**src/cow_defines.vh**
```
// constants for the charger control options block
`ifndef COW_DEFINES_VH
`define COW_DEFINES_VH

`define COW_ADDR_OPTIONS 8'h12
`define COW_ADDR_CHG_CURRENT 8'h14
`define COW_ADDR_CHG_VOLTAGE 8'h15
`define COW_OPTIONS_RESET 16'hE20E
// writable bits: all but reserved 8..6
`define COW_OPTIONS_WMASK 16'hFE3F

`define COW_BIT_LOW_POWER 15
`define COW_BIT_WD_HI 14
`define COW_BIT_WD_LO 13
`define COW_BIT_LIMIT_AUTO_OFF 12
`define COW_BIT_SRC_ON_GOOD 11
`define COW_BIT_OUT_OF_AUDIO 10
`define COW_BIT_SW_FREQ 9
`define COW_BIT_LEARN 5
`define COW_BIT_INPUT_REG 1

`define COW_WD_OFF 2'h0
`define COW_WD_SEL_5S 2'h1
`define COW_WD_SEL_88S 2'h2
`define COW_WD_SEL_175S 2'h3
`define COW_WD_SEC_5 8'h05
`define COW_WD_SEC_88 8'h58
`define COW_WD_SEC_175 8'hAF

`define COW_CLOCK_HZ 25000000
`define COW_TICKS_PER_SEC (`COW_CLOCK_HZ)

`endif

```
**src/cow_charger_options.v**
```verilog
// charger control options register with charge-command watchdog
// Overview of operation
// - 16-bit options register at 12h, resets E20Eh
// - low power on battery disables monitors, ADC
// - performance mode: monitors follow own settings
// - comparator still enabled by option1 bit 14/13
// - watchdog period select: off, 5, 88, 175 s
// - watchdog expiry suspends charging at zero current
// - restart by writing 14h, 15h or 12h; charging resumes only if charge values are valid
// - presence pin low clears input regulation enable when bit 12 is set
// - host may re-enable input regulation later
// - source mode drives adapter good high
// - out-of-audio keeps burst frequency above 25 kHz
// - bit 9 selects 1200 or 800 kHz
// - presence pin low clears learn discharge enable
`timescale 1ns/1ns
`include "cow_defines.vh"

module cow_charger_options #(
  parameter [24:0] TICKS_PER_SEC = `COW_TICKS_PER_SEC
) (
  // clock and reset
  input wire CLOCK,
  input wire RESET,
  // decoded host command port
  input wire CMD_WRITE,
  input wire CMD_READ,
  input wire [7:0] CMD_ADDR,
  input wire [15:0] CMD_WDATA,
  output reg [15:0] CMD_RDATA,
  output reg CMD_RVALID,
  // pins and analog status, asynchronous
  input wire BATTERY_PRESENCE_PIN,
  input wire BATTERY_ONLY,
  input wire OTG_MODE,
  input wire ADAPTER_PRESENT,
  // settings from neighbouring registers, same clock
  input wire PROCHOT_CFG,
  input wire DISCHG_MON_CFG,
  input wire POWER_MON_CFG,
  input wire COMPARATOR_CFG,
  input wire OPT1_CMP_BIT14,
  input wire OPT1_CMP_BIT13,
  input wire CHARGE_VALUES_VALID,
  // controls to the analog side
  output reg PROCHOT_ENABLE,
  output reg DISCHG_MON_ENABLE,
  output reg POWER_MON_ENABLE,
  output reg COMPARATOR_ENABLE,
  output reg ADC_AVAILABLE,
  output reg CHARGE_SUSPEND,
  output reg ADAPTER_GOOD_OUTPUT,
  output reg INPUT_REG_ENABLE,
  output reg BURST_LIMIT_ENABLE,
  output reg SW_FREQ_800K,
  output reg LEARN_ENABLE
);

  reg [15:0] options_q;
  reg [15:0] options_d;
  reg [2:0] pres_sync_q;
  reg [2:0] batt_sync_q;
  reg [1:0] otg_sync_q;
  reg [1:0] adpt_sync_q;
  reg [24:0] tick_q;
  reg [7:0] sec_q;
  reg suspend_q;
  wire pres_fell;
  wire batt_only;
  wire low_power;
  wire wr_opt;
  wire wd_restart;
  wire [1:0] wd_sel;
  wire wd_run;
  wire wd_expire;
  wire sec_tick;

  function [7:0] wd_limit;
    input [1:0] sel;
    begin
      case (sel)
        `COW_WD_SEL_5S: wd_limit = `COW_WD_SEC_5;
        `COW_WD_SEL_88S: wd_limit = `COW_WD_SEC_88;
        `COW_WD_SEL_175S: wd_limit = `COW_WD_SEC_175;
        default: wd_limit = 8'h00;
      endcase
    end
  endfunction

  // second stage is the first one logic may look at; third is only for the edge
  assign pres_fell = pres_sync_q[2] & ~pres_sync_q[1];
  assign batt_only = batt_sync_q[1];
  assign low_power = options_q[`COW_BIT_LOW_POWER] & batt_only;
  assign wr_opt = CMD_WRITE & (CMD_ADDR == `COW_ADDR_OPTIONS);
  assign wd_restart = CMD_WRITE & ((CMD_ADDR == `COW_ADDR_CHG_CURRENT) |
                                   (CMD_ADDR == `COW_ADDR_CHG_VOLTAGE) | wr_opt);
  assign wd_sel = options_q[`COW_BIT_WD_HI:`COW_BIT_WD_LO];
  assign wd_run = (wd_sel != `COW_WD_OFF) & ~suspend_q;
  assign sec_tick = (tick_q == TICKS_PER_SEC - 25'h0000001);
  assign wd_expire = wd_run & sec_tick & (sec_q + 8'h01 >= wd_limit(wd_sel));

  // presence resets high, its idle level, so no false falling edge follows reset
  always @(posedge CLOCK) begin
    if (RESET) begin
      pres_sync_q <= 3'h7;
    end else begin
      pres_sync_q <= {pres_sync_q[1:0], BATTERY_PRESENCE_PIN};
    end
  end

  always @(posedge CLOCK) begin
    if (RESET) begin
      batt_sync_q <= 3'h0;
    end else begin
      batt_sync_q <= {batt_sync_q[1:0], BATTERY_ONLY};
    end
  end

  always @(posedge CLOCK) begin
    if (RESET) begin
      otg_sync_q <= 2'h0;
    end else begin
      otg_sync_q <= {otg_sync_q[0], OTG_MODE};
    end
  end

  always @(posedge CLOCK) begin
    if (RESET) begin
      adpt_sync_q <= 2'h0;
    end else begin
      adpt_sync_q <= {adpt_sync_q[0], ADAPTER_PRESENT};
    end
  end

  // hardware clears first, a host write in the same cycle then wins
  always @* begin
    options_d = options_q;
    if (pres_fell) begin
      options_d[`COW_BIT_LEARN] = 1'b0;
      if (options_q[`COW_BIT_LIMIT_AUTO_OFF]) begin
        options_d[`COW_BIT_INPUT_REG] = 1'b0;
      end
    end
    if (wr_opt) begin
      options_d = CMD_WDATA & `COW_OPTIONS_WMASK;
    end
  end

  always @(posedge CLOCK) begin
    if (RESET) begin
      options_q <= `COW_OPTIONS_RESET;
    end else begin
      options_q <= options_d;
    end
  end

  // watchdog: prescaler to seconds, then compare against the selected period
  always @(posedge CLOCK) begin
    if (RESET) begin
      tick_q <= 25'h0000000;
      sec_q <= 8'h00;
      suspend_q <= 1'b0;
    end else if (wd_restart) begin
      tick_q <= 25'h0000000;
      sec_q <= 8'h00;
      if (suspend_q & CHARGE_VALUES_VALID) begin
        suspend_q <= 1'b0;
      end
    end else if (wd_expire) begin
      tick_q <= 25'h0000000;
      sec_q <= 8'h00;
      suspend_q <= 1'b1;
    end else if (wd_run) begin
      if (sec_tick) begin
        tick_q <= 25'h0000000;
        sec_q <= sec_q + 8'h01;
      end else begin
        tick_q <= tick_q + 25'h0000001;
      end
    end else begin
      tick_q <= 25'h0000000;
      sec_q <= 8'h00;
    end
  end

  // host read port answers one cycle after the request
  always @(posedge CLOCK) begin
    if (RESET) begin
      CMD_RDATA <= 16'h0000;
      CMD_RVALID <= 1'b0;
    end else begin
      CMD_RVALID <= CMD_READ;
      if (CMD_READ & (CMD_ADDR == `COW_ADDR_OPTIONS)) begin
        CMD_RDATA <= options_q;
      end else begin
        CMD_RDATA <= 16'h0000;
      end
    end
  end

  // registered controls toward the converter and monitors, one flop each
  always @(posedge CLOCK) begin
    if (RESET) begin
      PROCHOT_ENABLE <= 1'b0;
    end else begin
      PROCHOT_ENABLE <= PROCHOT_CFG & ~low_power;
    end
  end

  always @(posedge CLOCK) begin
    if (RESET) begin
      DISCHG_MON_ENABLE <= 1'b0;
    end else begin
      DISCHG_MON_ENABLE <= DISCHG_MON_CFG & ~low_power;
    end
  end

  always @(posedge CLOCK) begin
    if (RESET) begin
      POWER_MON_ENABLE <= 1'b0;
    end else begin
      POWER_MON_ENABLE <= POWER_MON_CFG & ~low_power;
    end
  end

  // the comparator survives low power when option 1 asks for it
  always @(posedge CLOCK) begin
    if (RESET) begin
      COMPARATOR_ENABLE <= 1'b0;
    end else begin
      COMPARATOR_ENABLE <= low_power ? (OPT1_CMP_BIT14 | OPT1_CMP_BIT13) :
                           COMPARATOR_CFG;
    end
  end

  always @(posedge CLOCK) begin
    if (RESET) begin
      ADC_AVAILABLE <= 1'b0;
    end else begin
      ADC_AVAILABLE <= ~low_power;
    end
  end

  always @(posedge CLOCK) begin
    if (RESET) begin
      CHARGE_SUSPEND <= 1'b0;
    end else begin
      CHARGE_SUSPEND <= suspend_q;
    end
  end

  always @(posedge CLOCK) begin
    if (RESET) begin
      ADAPTER_GOOD_OUTPUT <= 1'b0;
    end else begin
      ADAPTER_GOOD_OUTPUT <= adpt_sync_q[1] |
                             (options_q[`COW_BIT_SRC_ON_GOOD] & otg_sync_q[1]);
    end
  end

  always @(posedge CLOCK) begin
    if (RESET) begin
      INPUT_REG_ENABLE <= 1'b1;
    end else begin
      INPUT_REG_ENABLE <= options_q[`COW_BIT_INPUT_REG];
    end
  end

  always @(posedge CLOCK) begin
    if (RESET) begin
      BURST_LIMIT_ENABLE <= 1'b0;
    end else begin
      BURST_LIMIT_ENABLE <= options_q[`COW_BIT_OUT_OF_AUDIO];
    end
  end

  always @(posedge CLOCK) begin
    if (RESET) begin
      SW_FREQ_800K <= 1'b1;
    end else begin
      SW_FREQ_800K <= options_q[`COW_BIT_SW_FREQ];
    end
  end

  always @(posedge CLOCK) begin
    if (RESET) begin
      LEARN_ENABLE <= 1'b0;
    end else begin
      LEARN_ENABLE <= options_q[`COW_BIT_LEARN];
    end
  end

endmodule

```
**config.mk**
```make
export PLATFORM = sky130hd
export DESIGN_NAME = cow_charger_options
export DESIGN_NICKNAME = d
export VERILOG_FILES = /design/src/cow_charger_options.v
export VERILOG_INCLUDE_DIRS = /design/src /design/src/src
export SDC_FILE = /design/constraint.sdc
export NUM_CORES = 1
export LEC_CHECK = 0
export BUFFER_PORTS_ARGS = -buffer_cell sky130_fd_sc_hd__buf_2
export CORE_UTILIZATION = 41
export DETAILED_ROUTE_END_ITERATION = 16
export HOLD_SLACK_MARGIN = 0.08
export PLACE_DENSITY = 0.72
export SETUP_SLACK_MARGIN = 0.1
export SLEW_MARGIN = 0
export SYNTH_ARGS = -nofsm -noshare
export SYNTH_HDL_FRONTEND = slang
export SYNTH_SLANG_ARGS = --single-unit
```
**constraint.sdc**
```tcl
create_clock -name CLOCK -period 2.35 [get_ports CLOCK]
set_clock_uncertainty 0.1 [all_clocks]
set_input_delay 0.235 -clock CLOCK [delete_from_list [all_inputs] [get_ports CLOCK]]
set_output_delay 0.235 -clock CLOCK [all_outputs]
set_load 0.03 [all_outputs]
```
==> results of run 1 <==
==> power groups by stage <==
stage | registers, W | clock network [W] | logic, W
6_report | 0.00142 | 0.000950 | 0.000192
5_1_grt | 0.00142 | 0.00104 | 0.000210
3_3_place_gp | 0.00145 | 0 | 0.000149
3_5_place_dp | 0.00145 | 0 | 0.000154
4_1_cts | 0.00142 | 0.000979 | 0.000185
2_1_floorplan | 0.00146 | 0 | 0.0000709
==> placed cells by master (no fill, tap or decap), drive strengths merged, types with 4 or more instances in the layout <==
| cell | netlist | layout |
|---|---|---|
| clkbuf | 11 | 9 |
| a211o | 6 | 6 |
| and2 | 20 | 20 |
| dfxtp | 81 | 81 |
| xnor2 | 4 | 4 |
| a2111oi | 4 | 4 |
| inv | 7 | 12 |
| or2 | 7 | 7 |
| a21oi | 17 | 17 |
| nor2 | 36 | 36 |
| nor2b | 11 | 11 |
| nand2 | 42 | 42 |
| ha | 10 | 10 |
| nand4 | 10 | 10 |
| buf | 4 | 82 |
| dlygate4sd3 | 0 | 23 |
| and3 | 8 | 8 |
| nand3 | 20 | 20 |
| nand3b | 4 | 4 |
| xor2 | 23 | 23 |
| o211ai | 4 | 4 |
==> final cells by class <==
cell class                 instances  area share, %
timing repair buffer             105           16.1
multi-input combinational        258           38.5
sequential                        81           37.7
clock inverter                     7           1.36
tap                              102           2.95
inverter                           7          0.607
clock buffer                       9           2.86
==> cells by family (layout without fill, tap and decap cells) <==
logic type	Yosys count	in the layout	share of synthesized area (%)
adders and majority gates	10	10	3.78
buffers and inverters	22	128	2.88
other	1	3	0.113
DFF	81	81	49.0
xor gates and xnor gates	27	27	7.15
AOI/OAI and AO/OA	44	44	9.50
and+or+nand+nor	174	174	27.5
==> repair_timing <==
| item | in CTS | in global routing |
|---|---|---|
| setup endpoints to repair | 9 | 9 |
| setup buffers | 1 | 2 |
| pin swaps | 6 | 7 |
| hold endpoints to repair | 22 | 0 |
| resized for setup | 8 | 7 |
| hold buffers | 23 | 0 |
==> sequential cells by signal, indices dropped and copies added (netlist names), 2 cells and up <==
| register | flops |
|---|---|
| pres_sync_q | 3 |
| adpt_sync_q | 2 |
| tick_q | 25 |
| options_q | 13 |
| CMD_RDATA | 13 |
| batt_sync_q | 2 |
| sec_q | 8 |
| otg_sync_q | 2 |
==> worst register-to-register path: cells and delay by family, from the launching register on <==
kind,cells,cell delay (ns)
flops,1,0.38
fa+ha+maj,1,0.30
simple gates,3,0.39
xor+xnor,1,0.16
compound gates,4,1.03
==> path summary, 6_finish.rpt <==
kind / from / end / slack, ns
max: sec_q[1] / sec_q[2] / -0.11
min: OPT1_CMP_BIT14 / COMPARATOR_ENABLE / 0.15
max reg2reg: sec_q[1] / sec_q[2] / -0.11
min reg2reg: pres_sync_q[0] / pres_sync_q[1] / 0.32
==> routing by layer <==
metal / global-route usage [%] / part of all wire [%] / up-vias
met2: 32.0 / 50 / 64
met1: 20.7 / 44 / 1297
met4: 4.30 / 0.86 / 0
met5: 0 / 0 / -
li1: - / - / 1435
met3: 6.14 / 4.8 / 7
==> Yosys cell counts, types with 7 or more instances <==
| master | number |
|---|---|
| dfxtp_1 | 81 |
| ha_1 | 10 |
| or2_2 | 7 |
| xor2_1 | 23 |
| and3_1 | 8 |
| inv_1 | 7 |
| nor2b_1 | 11 |
| and2_1 | 20 |
| nor2_1 | 36 |
| nand3_1 | 20 |
| nand2_1 | 42 |
| a21oi_1 | 16 |
| clkbuf_1 | 11 |
| nand4_1 | 10 |
==> per-stage QoR <==
stage	instance area [sq um]	utilization, %	power, W	hold slack [ns]
after global placement	3850	49.5	0.00160	0.296
after global routing	4330	55.7	0.00267	0.138
after detailed placement	3850	49.5	0.00160	0.301
final	4330	55.7	0.00256	0.150
after CTS	4290	55.3	0.00258	0.145
after floorplan	3340	-	0.00153	0.214
==> results.sh, run 1 <==
export IMPL_p_clk_share_pct=37.1
export IMPL_die_x_um=91.8
export IMPL_synth_seq_cells=81
export IMPL_grt_max_degree=32
export IMPL_end_kind="flop"
export IMPL_syn_area_sq_mm=0.00331
export IMPL_drt_iter0_drc=188
export IMPL_worstPathMaxFanout=4
export IMPL_pwr_share_comb_pct=7.5
export IMPL_dp_slack_ns=-0.110
export IMPL_worstSkewPairLatency_ns=0.35
export IMPL_hpwl_um=4920
export IMPL_synthTopCellsByArea="dfxtp_1, xor2_1, nand2_1"
export IMPL_slew_violations=0
export IMPL_worst_pin_slew_ns=0.606
export IMPL_track_usage_pct=18.0
export IMPL_dp_cells=527
export IMPL_gp_congestion=0.820
export IMPL_io_buffers=60
export IMPL_dieArea_sq_mm=0.00843
export IMPL_pwr_share_seq_pct=55.4
export IMPL_pwr_density_cell_mw_per_mm2=591
export IMPL_cts_inserted_buffers=9
export IMPL_violations="negative setup slack"
export IMPL_multi_input_area_sq_mm=0.00166
export IMPL_finalCritPeriodShare_pct=105
export IMPL_timing_slew_headroom_pct=59.4
export IMPL_yosysWarningCount=0
export IMPL_critPathRequiredTime_ns=2.49
export IMPL_async_flop_share_pct=0
export IMPL_start_util_pct=42.6
export IMPL_core_sq_mm=0.00777
export IMPL_r2r_cells=9
export IMPL_die_h_um=91.8
export IMPL_ant_nets=0
export IMPL_ir_drop_mv=0.473
export IMPL_yosysTopAreaCell="dfxtp_1"
export IMPL_hp_class="input port to flop"
export IMPL_status="complete, but fails checks"
export IMPL_start_kind="flop"
export IMPL_dr_pass1_iters=5
export IMPL_setup_worst_path_class="flop to flop"
export IMPL_p_int_w=0.00190
export IMPL_yosysTopAreaCellShare_pct=49.0
export IMPL_synth_avg_cell_area_sq_um=9.21
export IMPL_cap_violations=0
export IMPL_num_antenna_cells=0
export IMPL_drc=0
export IMPL_syn_inst=359
export IMPL_fin_setup_tns_ns=-0.358
export IMPL_yosysSeqAreaShare_pct=49.0
export IMPL_min_path_cells=3
export IMPL_hold_viol_final=0
export IMPL_grt_pass1_vias=2631
export IMPL_grt_pass1_wl_um=11900
export IMPL_critical_path_slowest_cell="dfxtp_4"
export IMPL_htree_levels=3
export IMPL_crit_cells=9
export IMPL_layout_drive_gt1_share_pct=26.8
export IMPL_synth_edf_count=0
export IMPL_clockBufferDepth=2
export IMPL_fill_cells=709
export IMPL_leakagePower_nw=1.84
export IMPL_wirelength_um=7290
export IMPL_worstPathCellList="and4_4, nand4_1, xnor2_1, ha_1, nand2_1, a211o_1, o21ba_4, o2111a_1, a211o_1"
export IMPL_area_growth_pct=30.9
export IMPL_setup_viol_count_final=7
export IMPL_rsz0062_at_grt="yes"
export IMPL_slowest_delay_ns=0.38
export IMPL_crit_buf_inv=0
export IMPL_fmax_mhz=406
export IMPL_cts_tree="built"
export IMPL_cp_arrival_ns=2.60
export IMPL_cpLargestDelayFamily="compound AO/OA/AOI/OAI gates"
export IMPL_ios=67
export IMPL_min_period_ns=2.46
export IMPL_crit_path_frequent_cell="a211o_1"
export IMPL_instances_no_fill=569
export IMPL_cts_root_buf="clkbuf_8"
export IMPL_seqCellArea_sq_mm=0.00163
export IMPL_overflow=0
export IMPL_viasPerCell=4.93
export IMPL_route_vias_total=2803
export IMPL_antenna_found_initial=0
export IMPL_routedWlPerCell_um=12.8
export IMPL_switching_share_pct=25.8
export IMPL_synth_cell_types=42
export IMPL_clock_sinks=81
export IMPL_final_nets=511
export IMPL_rows=32
export IMPL_ys_flop_type="dfxtp_1"
export IMPL_p_sw_w=0.000660
export IMPL_clk_pin_slew_ns=0.09
export IMPL_timing_final_ws_setup_ns=-0.113
(Power assumes the default switching activity.)
==> run 2, diff against run 1 <==
- ABC_AREA: unset -> 1
- PLACE_DENSITY: 0.72 -> 0.71
==> run 2 against run 1 <==
  * The flow now finishes without violations
  * Combinational power down 26%
  * Utilization down 2.2 points
  * Sequential share of layout area down 1.3 points
  * Clock power up 9%
  * Maximum frequency up 13%
  * Synthesized cell count up 35%
  * Largest power group unchanged
==> results.sh, run 2 <==
export IMPL_drc=0
export IMPL_reg_top3="tick_q (25), CMD_RDATA (13), options_q (13)"
export IMPL_antenna_found_initial=0
export IMPL_cts_root_buf="clkbuf_8"
export IMPL_cap_violations=0
export IMPL_clock_sinks=81
export IMPL_yosysSeqAreaShare_pct=45.1
export IMPL_htree_levels=3
export IMPL_critPathRequiredTime_ns=2.50
export IMPL_final_nets=625
export IMPL_switching_share_pct=24.0
export IMPL_route_vias_total=3085
export IMPL_clockBufferDepth=2
export IMPL_largest_reg_flops=25
export IMPL_crit_buf_inv=1
export IMPL_rows=33
export IMPL_pwr_share_comb_pct=5.5
export IMPL_p_int_w=0.00196
export IMPL_postLayoutCellArea_sq_mm=0.00447
export IMPL_leakagePower_nw=2.08
export IMPL_synthTopCellsByArea="dfxtp_1, nor2_1, nand2_1"
export IMPL_cp_arrival_ns=2.33
export IMPL_yosysMostFrequentCell="nor2_1"
export IMPL_end_kind="flop"
export IMPL_critical_path_slowest_cell="dfxtp_1"
export IMPL_gp_congestion=0.845
export IMPL_syn_inst=486
export IMPL_grt_max_degree=29
export IMPL_start_util_pct=43.1
export IMPL_die_x_um=95.7
export IMPL_layout_drive_gt1_share_pct=19.6
export IMPL_ir_drop_mv=0.359
export IMPL_rsz0062_at_grt="no"
export IMPL_viasPerCell=4.50
export IMPL_fin_total_pwr_w=0.00258
export IMPL_worstPathMaxFanout=8
export IMPL_final_common_cell="nor2_1"
export IMPL_yosysTopAreaCellShare_pct=45.1
export IMPL_dieArea_sq_mm=0.00915
export IMPL_worstSkewPairLatency_ns=0.35
export IMPL_grt_pass1_wl_um=12700
export IMPL_hpwl_um=5190
export IMPL_yosysWarningCount=0
export IMPL_p_sw_w=0.000618
export IMPL_start_kind="flop"
export IMPL_track_usage_pct=17.9
export IMPL_worstPathCellList="nand2_1, nor2_2, nand3_1, xor2_1, inv_1, ha_1, a21oi_1, o21a_1, nand2_1, nand3_4, nand2_8, nor2_1"
export IMPL_slowest_delay_ns=0.41
export IMPL_regMostFlops="tick_q"
export IMPL_setup_worst_path_class="flop to flop"
export IMPL_async_flop_share_pct=0
export IMPL_setup_viol_count_final=0
export IMPL_die_h_um=95.7
export IMPL_netlist_top_cells_count="nor2_1, nand2_1, inv_1, dfxtp_1, xor2_1"
export IMPL_drt_iter0_drc=107
export IMPL_status="finished clean"
export IMPL_wirelength_um=7310
export IMPL_yosysTopAreaCell="dfxtp_1"
export IMPL_synth_avg_cell_area_sq_um=7.40
export IMPL_fin_setup_tns_ns=0
export IMPL_final_cell_mix="nor2_1, nand2_1, inv_1"
export IMPL_hold_viol_final=0
export IMPL_cts_inserted_buffers=9
export IMPL_hp_class="input port to flop"
export IMPL_cpLargestDelayFamily="simple AND/OR/NAND/NOR gates"
export IMPL_io_buffers=60
export IMPL_dr_pass1_iters=4
export IMPL_core_sq_mm=0.00834
export IMPL_area_growth_pct=24.2
export IMPL_p_clk_share_pct=40.2
export IMPL_clk_pin_slew_ns=0.09
export IMPL_min_period_ns=2.18
export IMPL_routedWlPerCell_um=10.7
export IMPL_pwr_density_cell_mw_per_mm2=577
export IMPL_crit_path_frequent_cell="nand2_1"
export IMPL_synth_edf_count=0
export IMPL_ios=67
export IMPL_ys_flop_type="dfxtp_1"
export IMPL_pwr_share_seq_pct=54.2
export IMPL_placed_area_sq_mm=0.00398
export IMPL_fmax_mhz=459
export IMPL_grt_pass1_vias=3039
export IMPL_slew_violations=0
export IMPL_finalCritPeriodShare_pct=92.7
export IMPL_cts_tree="built"
export IMPL_syn_area_sq_mm=0.00360
export IMPL_synth_seq_cells=81
export IMPL_overflow=0
export IMPL_synth_cell_types=34
export IMPL_num_antenna_cells=0
export IMPL_ant_nets=0
[run 2: path summary, 6_finish.rpt]
kind / to / start / slack [ns] / depth (start not counted)
worst max-delay path: sec_q[0] / sec_q[2] / 0.17 / 12
worst min-delay path: options_q[0] / CMD_WDATA[0] / 0.11 / 3
worst max register to register: sec_q[0] / sec_q[2] / 0.17 / 12
worst min register to register: batt_sync_q[1] / batt_sync_q[0] / 0.31 / 2
[run 2: logic make-up after synthesis]
logic type,Yosys count,share of synthesized area [%]
xor+xnor,22,5.36
buf+inv,94,10.6
other cells,1,0.104
flops,81,45.1
simple gates,252,30.9
compound gates,26,4.49
fa+ha+maj,10,3.48
[run 2: layout make-up]
cell class / instances / area, sq um
Clock buffer: 9 / 124
Clock inverter: 7 / 78.8
Fill cell: 775 / 3870
Inverter: 83 / 312
Multi-Input combinational cell: 313 / 1630
Sequential cell: 81 / 1620
Tap cell: 105 / 131
Timing Repair Buffer: 88 / 571
[run 2: what timing repair did]
action,4_1_cts,5_1_grt
setup endpoints to repair,0,9
hold endpoints to repair,21,0
buffers inserted,0,2
resized for setup,0,8
hold buffers,24,0
[run 2: per-layer routing]
metal,track usage [%],up-vias,wire [um]
met4,6.59,0,104
met1,21.0,1394,3310
li1,-,1625,-
met3,5.26,10,411
met5,0,-,0
met2,30.7,56,3490
[run 2: stage by stage]
| stage | hold slack [ns] | setup slack, ns | std cells | util, % |
|---|---|---|---|---|
| 6_report | 0.109 | 0.171 | 686 | 53.6 |
| 5_1_grt | 0.108 | 0.0712 | 686 | 53.6 |
| 4_1_cts | 0.101 | 0.171 | 684 | 53.1 |
| 3_5_place_dp | 0.293 | 0.195 | 644 | 47.7 |
| 3_3_place_gp | 0.289 | 0.221 | 644 | 47.7 |
| 2_1_floorplan | 0.217 | 0.350 | 488 | - |
[run 2: worst min-delay path, delay by kind of cell]
family                 cells  cell delay, ns
AO/OA/AOI/OAI              1            0.15
buffers and inverters      1            0.07
AND/OR/NAND/NOR            1            0.04
[run 2: power groups by stage]
stage / Combinational (W) / Sequential, W / Clock (W)
floorplan: 0.0000580 / 0.00144 / 0
global placement: 0.000109 / 0.00143 / 0
detailed placement: 0.000111 / 0.00143 / 0
CTS: 0.000142 / 0.00140 / 0.00106
global route: 0.000158 / 0.00140 / 0.00113
finish: 0.000143 / 0.00140 / 0.00104
==> run 3, diff against run 2 <==
- clock period: 2.35 -> 1.8 ns (I/O delays scaled with it)
==> run 3 against run 2 <==
  * The run now ends with negative setup slack left
  * Combinational power is 40% higher
  * Wire length is 13% higher
  * Maximum frequency is 5.2% higher
  * Largest cell class unchanged
==> results.sh, run 3 (same netlist as run 2, synthesis figures left out) <==
export IMPL_dp_cells=662
export IMPL_die_h_um=95.7
export IMPL_routedWlPerCell_um=11.6
export IMPL_critPathRequiredTime_ns=1.95
export IMPL_clockBufferDepth=2
export IMPL_timing_slew_headroom_pct=65.4
export IMPL_wirelength_um=8250
export IMPL_violations="negative setup slack"
export IMPL_ant_nets=0
export IMPL_io_buffers=60
export IMPL_hold_viol_final=0
export IMPL_cp_arrival_ns=2.22
export IMPL_layout_drive_gt1_share_pct=25.8
export IMPL_clock_sinks=81
export IMPL_slowest_delay_ns=0.39
export IMPL_crit_start="sec_q[0]"
export IMPL_critical_path_slowest_cell="dfxtp_4"
export IMPL_cts_inserted_buffers=9
export IMPL_route_vias_total=3256
export IMPL_htree_levels=3
export IMPL_fin_setup_tns_ns=-2.26
export IMPL_gp_congestion=0.831
export IMPL_start_util_pct=43.1
export IMPL_min_path_cells=4
export IMPL_regMostFlops="tick_q"
export IMPL_area_growth_pct=34.3
export IMPL_final_common_cell="nor2_1"
export IMPL_clk_pin_slew_ns=0.09
export IMPL_reg_top3="tick_q (25), CMD_RDATA (13), options_q (13)"
export IMPL_fmax_mhz=483
export IMPL_worstPathCellList="ha_4, nand3_4, nor2_4, nand2_2, xnor2_2, ha_1, nand2_2, o21a_1, nand2_2, nand3_4, nand2_8, nor2_1"
export IMPL_worstSkewPairLatency_ns=0.35
export IMPL_worst_hold_slack_ns=0.219
export IMPL_viasPerCell=4.59
export IMPL_rows=33
export IMPL_ir_drop_mv=0.505
export IMPL_cts_tree="built"
export IMPL_setup_worst_path_class="flop to flop"
export IMPL_largest_reg_flops=25
export IMPL_status="complete, but fails checks"
export IMPL_final_nets=649
export IMPL_reg2reg_from="sec_q[0]"
export IMPL_end_kind="flop"
export IMPL_drt_iter0_drc=152
export IMPL_antenna_found_initial=0
export IMPL_instances_no_fill=710
export IMPL_reg2reg_to="sec_q[0]"
export IMPL_r2r_cells=12
export IMPL_grt_max_degree=29
export IMPL_dieArea_sq_mm=0.00915
export IMPL_r2r_setup_slack_ns=-0.27
export IMPL_core_sq_mm=0.00834
export IMPL_drc=0
export IMPL_timing_final_ws_setup_ns=-0.271
export IMPL_min_delay_start="CMD_WRITE"
export IMPL_hp_class="input port to flop"
export IMPL_hpwl_um=5410
export IMPL_num_antenna_cells=0
export IMPL_die_x_um=95.7
export IMPL_track_usage_pct=19.3
export IMPL_rsz0062_at_grt="yes"
export IMPL_leakagePower_nw=2.26
export IMPL_min_to="options_q[0]"
export IMPL_start_kind="flop"
export IMPL_finalCritPeriodShare_pct=115
export IMPL_worstPathMaxFanout=8
export IMPL_placed_area_sq_mm=0.00417
export IMPL_ios=67
export IMPL_crit_path_frequent_cell="nand2_2"
export IMPL_worst_pin_slew_ns=0.518
export IMPL_cap_violations=0
export IMPL_dr_pass1_iters=5
export IMPL_postLayoutCellArea_sq_mm=0.00483
export IMPL_final_cell_mix="nor2_1, nand2_1, inv_1"
export IMPL_slew_violations=0
export IMPL_grt_pass1_wl_um=13800
export IMPL_cts_root_buf="clkbuf_8"
export IMPL_setup_viol_count_final=9
export IMPL_pwr_density_cell_mw_per_mm2=727
export IMPL_overflow=0
export IMPL_min_period_ns=2.07
export IMPL_grt_pass1_vias=3222
run 3: cell count changes in the layout (fill, tap and decap cells not counted), moves of 2 or more:
cell,delta
buf_4,+21
nand2_1,-5
nor2_4,+5
nand2_2,+4
dfxtp_1,-3
nor2_1,-3
dfxtp_4,+2
dlygate4sd3_1,+2
ha_4,+2
nand3_1,-2
nor2_2,-2
xnor2_1,-2
xnor2_2,+2
run 3: final cells by class:
| type | count | area, sq um |
|---|---|---|
| repair buffers | 112 | 768 |
| clock buffers | 10 | 149 |
| multi-input cells | 313 | 1760 |
| inverters | 83 | 314 |
| well taps | 105 | 131 |
| flip-flops and latches | 81 | 1630 |
| clock inverters | 6 | 77.6 |
| fillers | 713 | 3510 |
run 3: where the power goes:
| group | leakage, nW | switching (W) | internal [W] |
|---|---|---|---|
| clock network | 0.112 | 0.000734 | 0.000755 |
| logic | 1.48 | 0.000104 | 0.0000965 |
| registers | 0.660 | 0.00000889 | 0.00181 |
| total | 2.26 | 0.000847 | 0.00266 |
run 3: what timing repair did:
action	4_1_cts	5_1_grt
hold buffers	26	0
pin swaps	9	7
gates resized for setup	9	19
endpoints found under the hold margin	25	0
endpoints found under the setup margin	10	31
buffers inserted	2	4
run 3: per-stage QoR:
stage | setup WS (ns) | total power, W | util (%)
2_1_floorplan | -0.0659 | 0.00196 | -
3_3_place_gp | -0.154 | 0.00201 | 50.0
3_5_place_dp | -0.211 | 0.00201 | 50.0
4_1_cts | -0.194 | 0.00354 | 56.5
5_1_grt | -0.343 | 0.00364 | 57.9
6_report | -0.271 | 0.00351 | 57.9
run 3: per-layer routing:
metal	global-route usage [%]	wire length [um]	vias to the layer above
met1	22.4	3640	1490
met4	6.34	116	0
met3	5.02	403	11
li1	-	-	1676
met2	34.5	4080	79
met5	0	0	-
run 3: worst max-delay path by stage:
stage	to	slack [ns]	depth (start not counted)
2_1_floorplan	sec_q[0]	-0.07	12
3_3_place_gp	sec_q[2]	-0.15	12
3_5_place_dp	sec_q[7]	-0.21	12
4_1_cts	sec_q[3]	-0.19	12
5_1_grt	sec_q[3]	-0.34	12
6_report	sec_q[0]	-0.27	12
run 3: worst max-delay path: cells and delay by family, from the launching register on:
kind / cells / cell delay (ns)
and+or+nand+nor: 8 / 0.69
DFF: 1 / 0.39
xor gates and xnor gates: 1 / 0.15
adders and majority gates: 2 / 0.45
AOI/OAI and AO/OA: 1 / 0.19
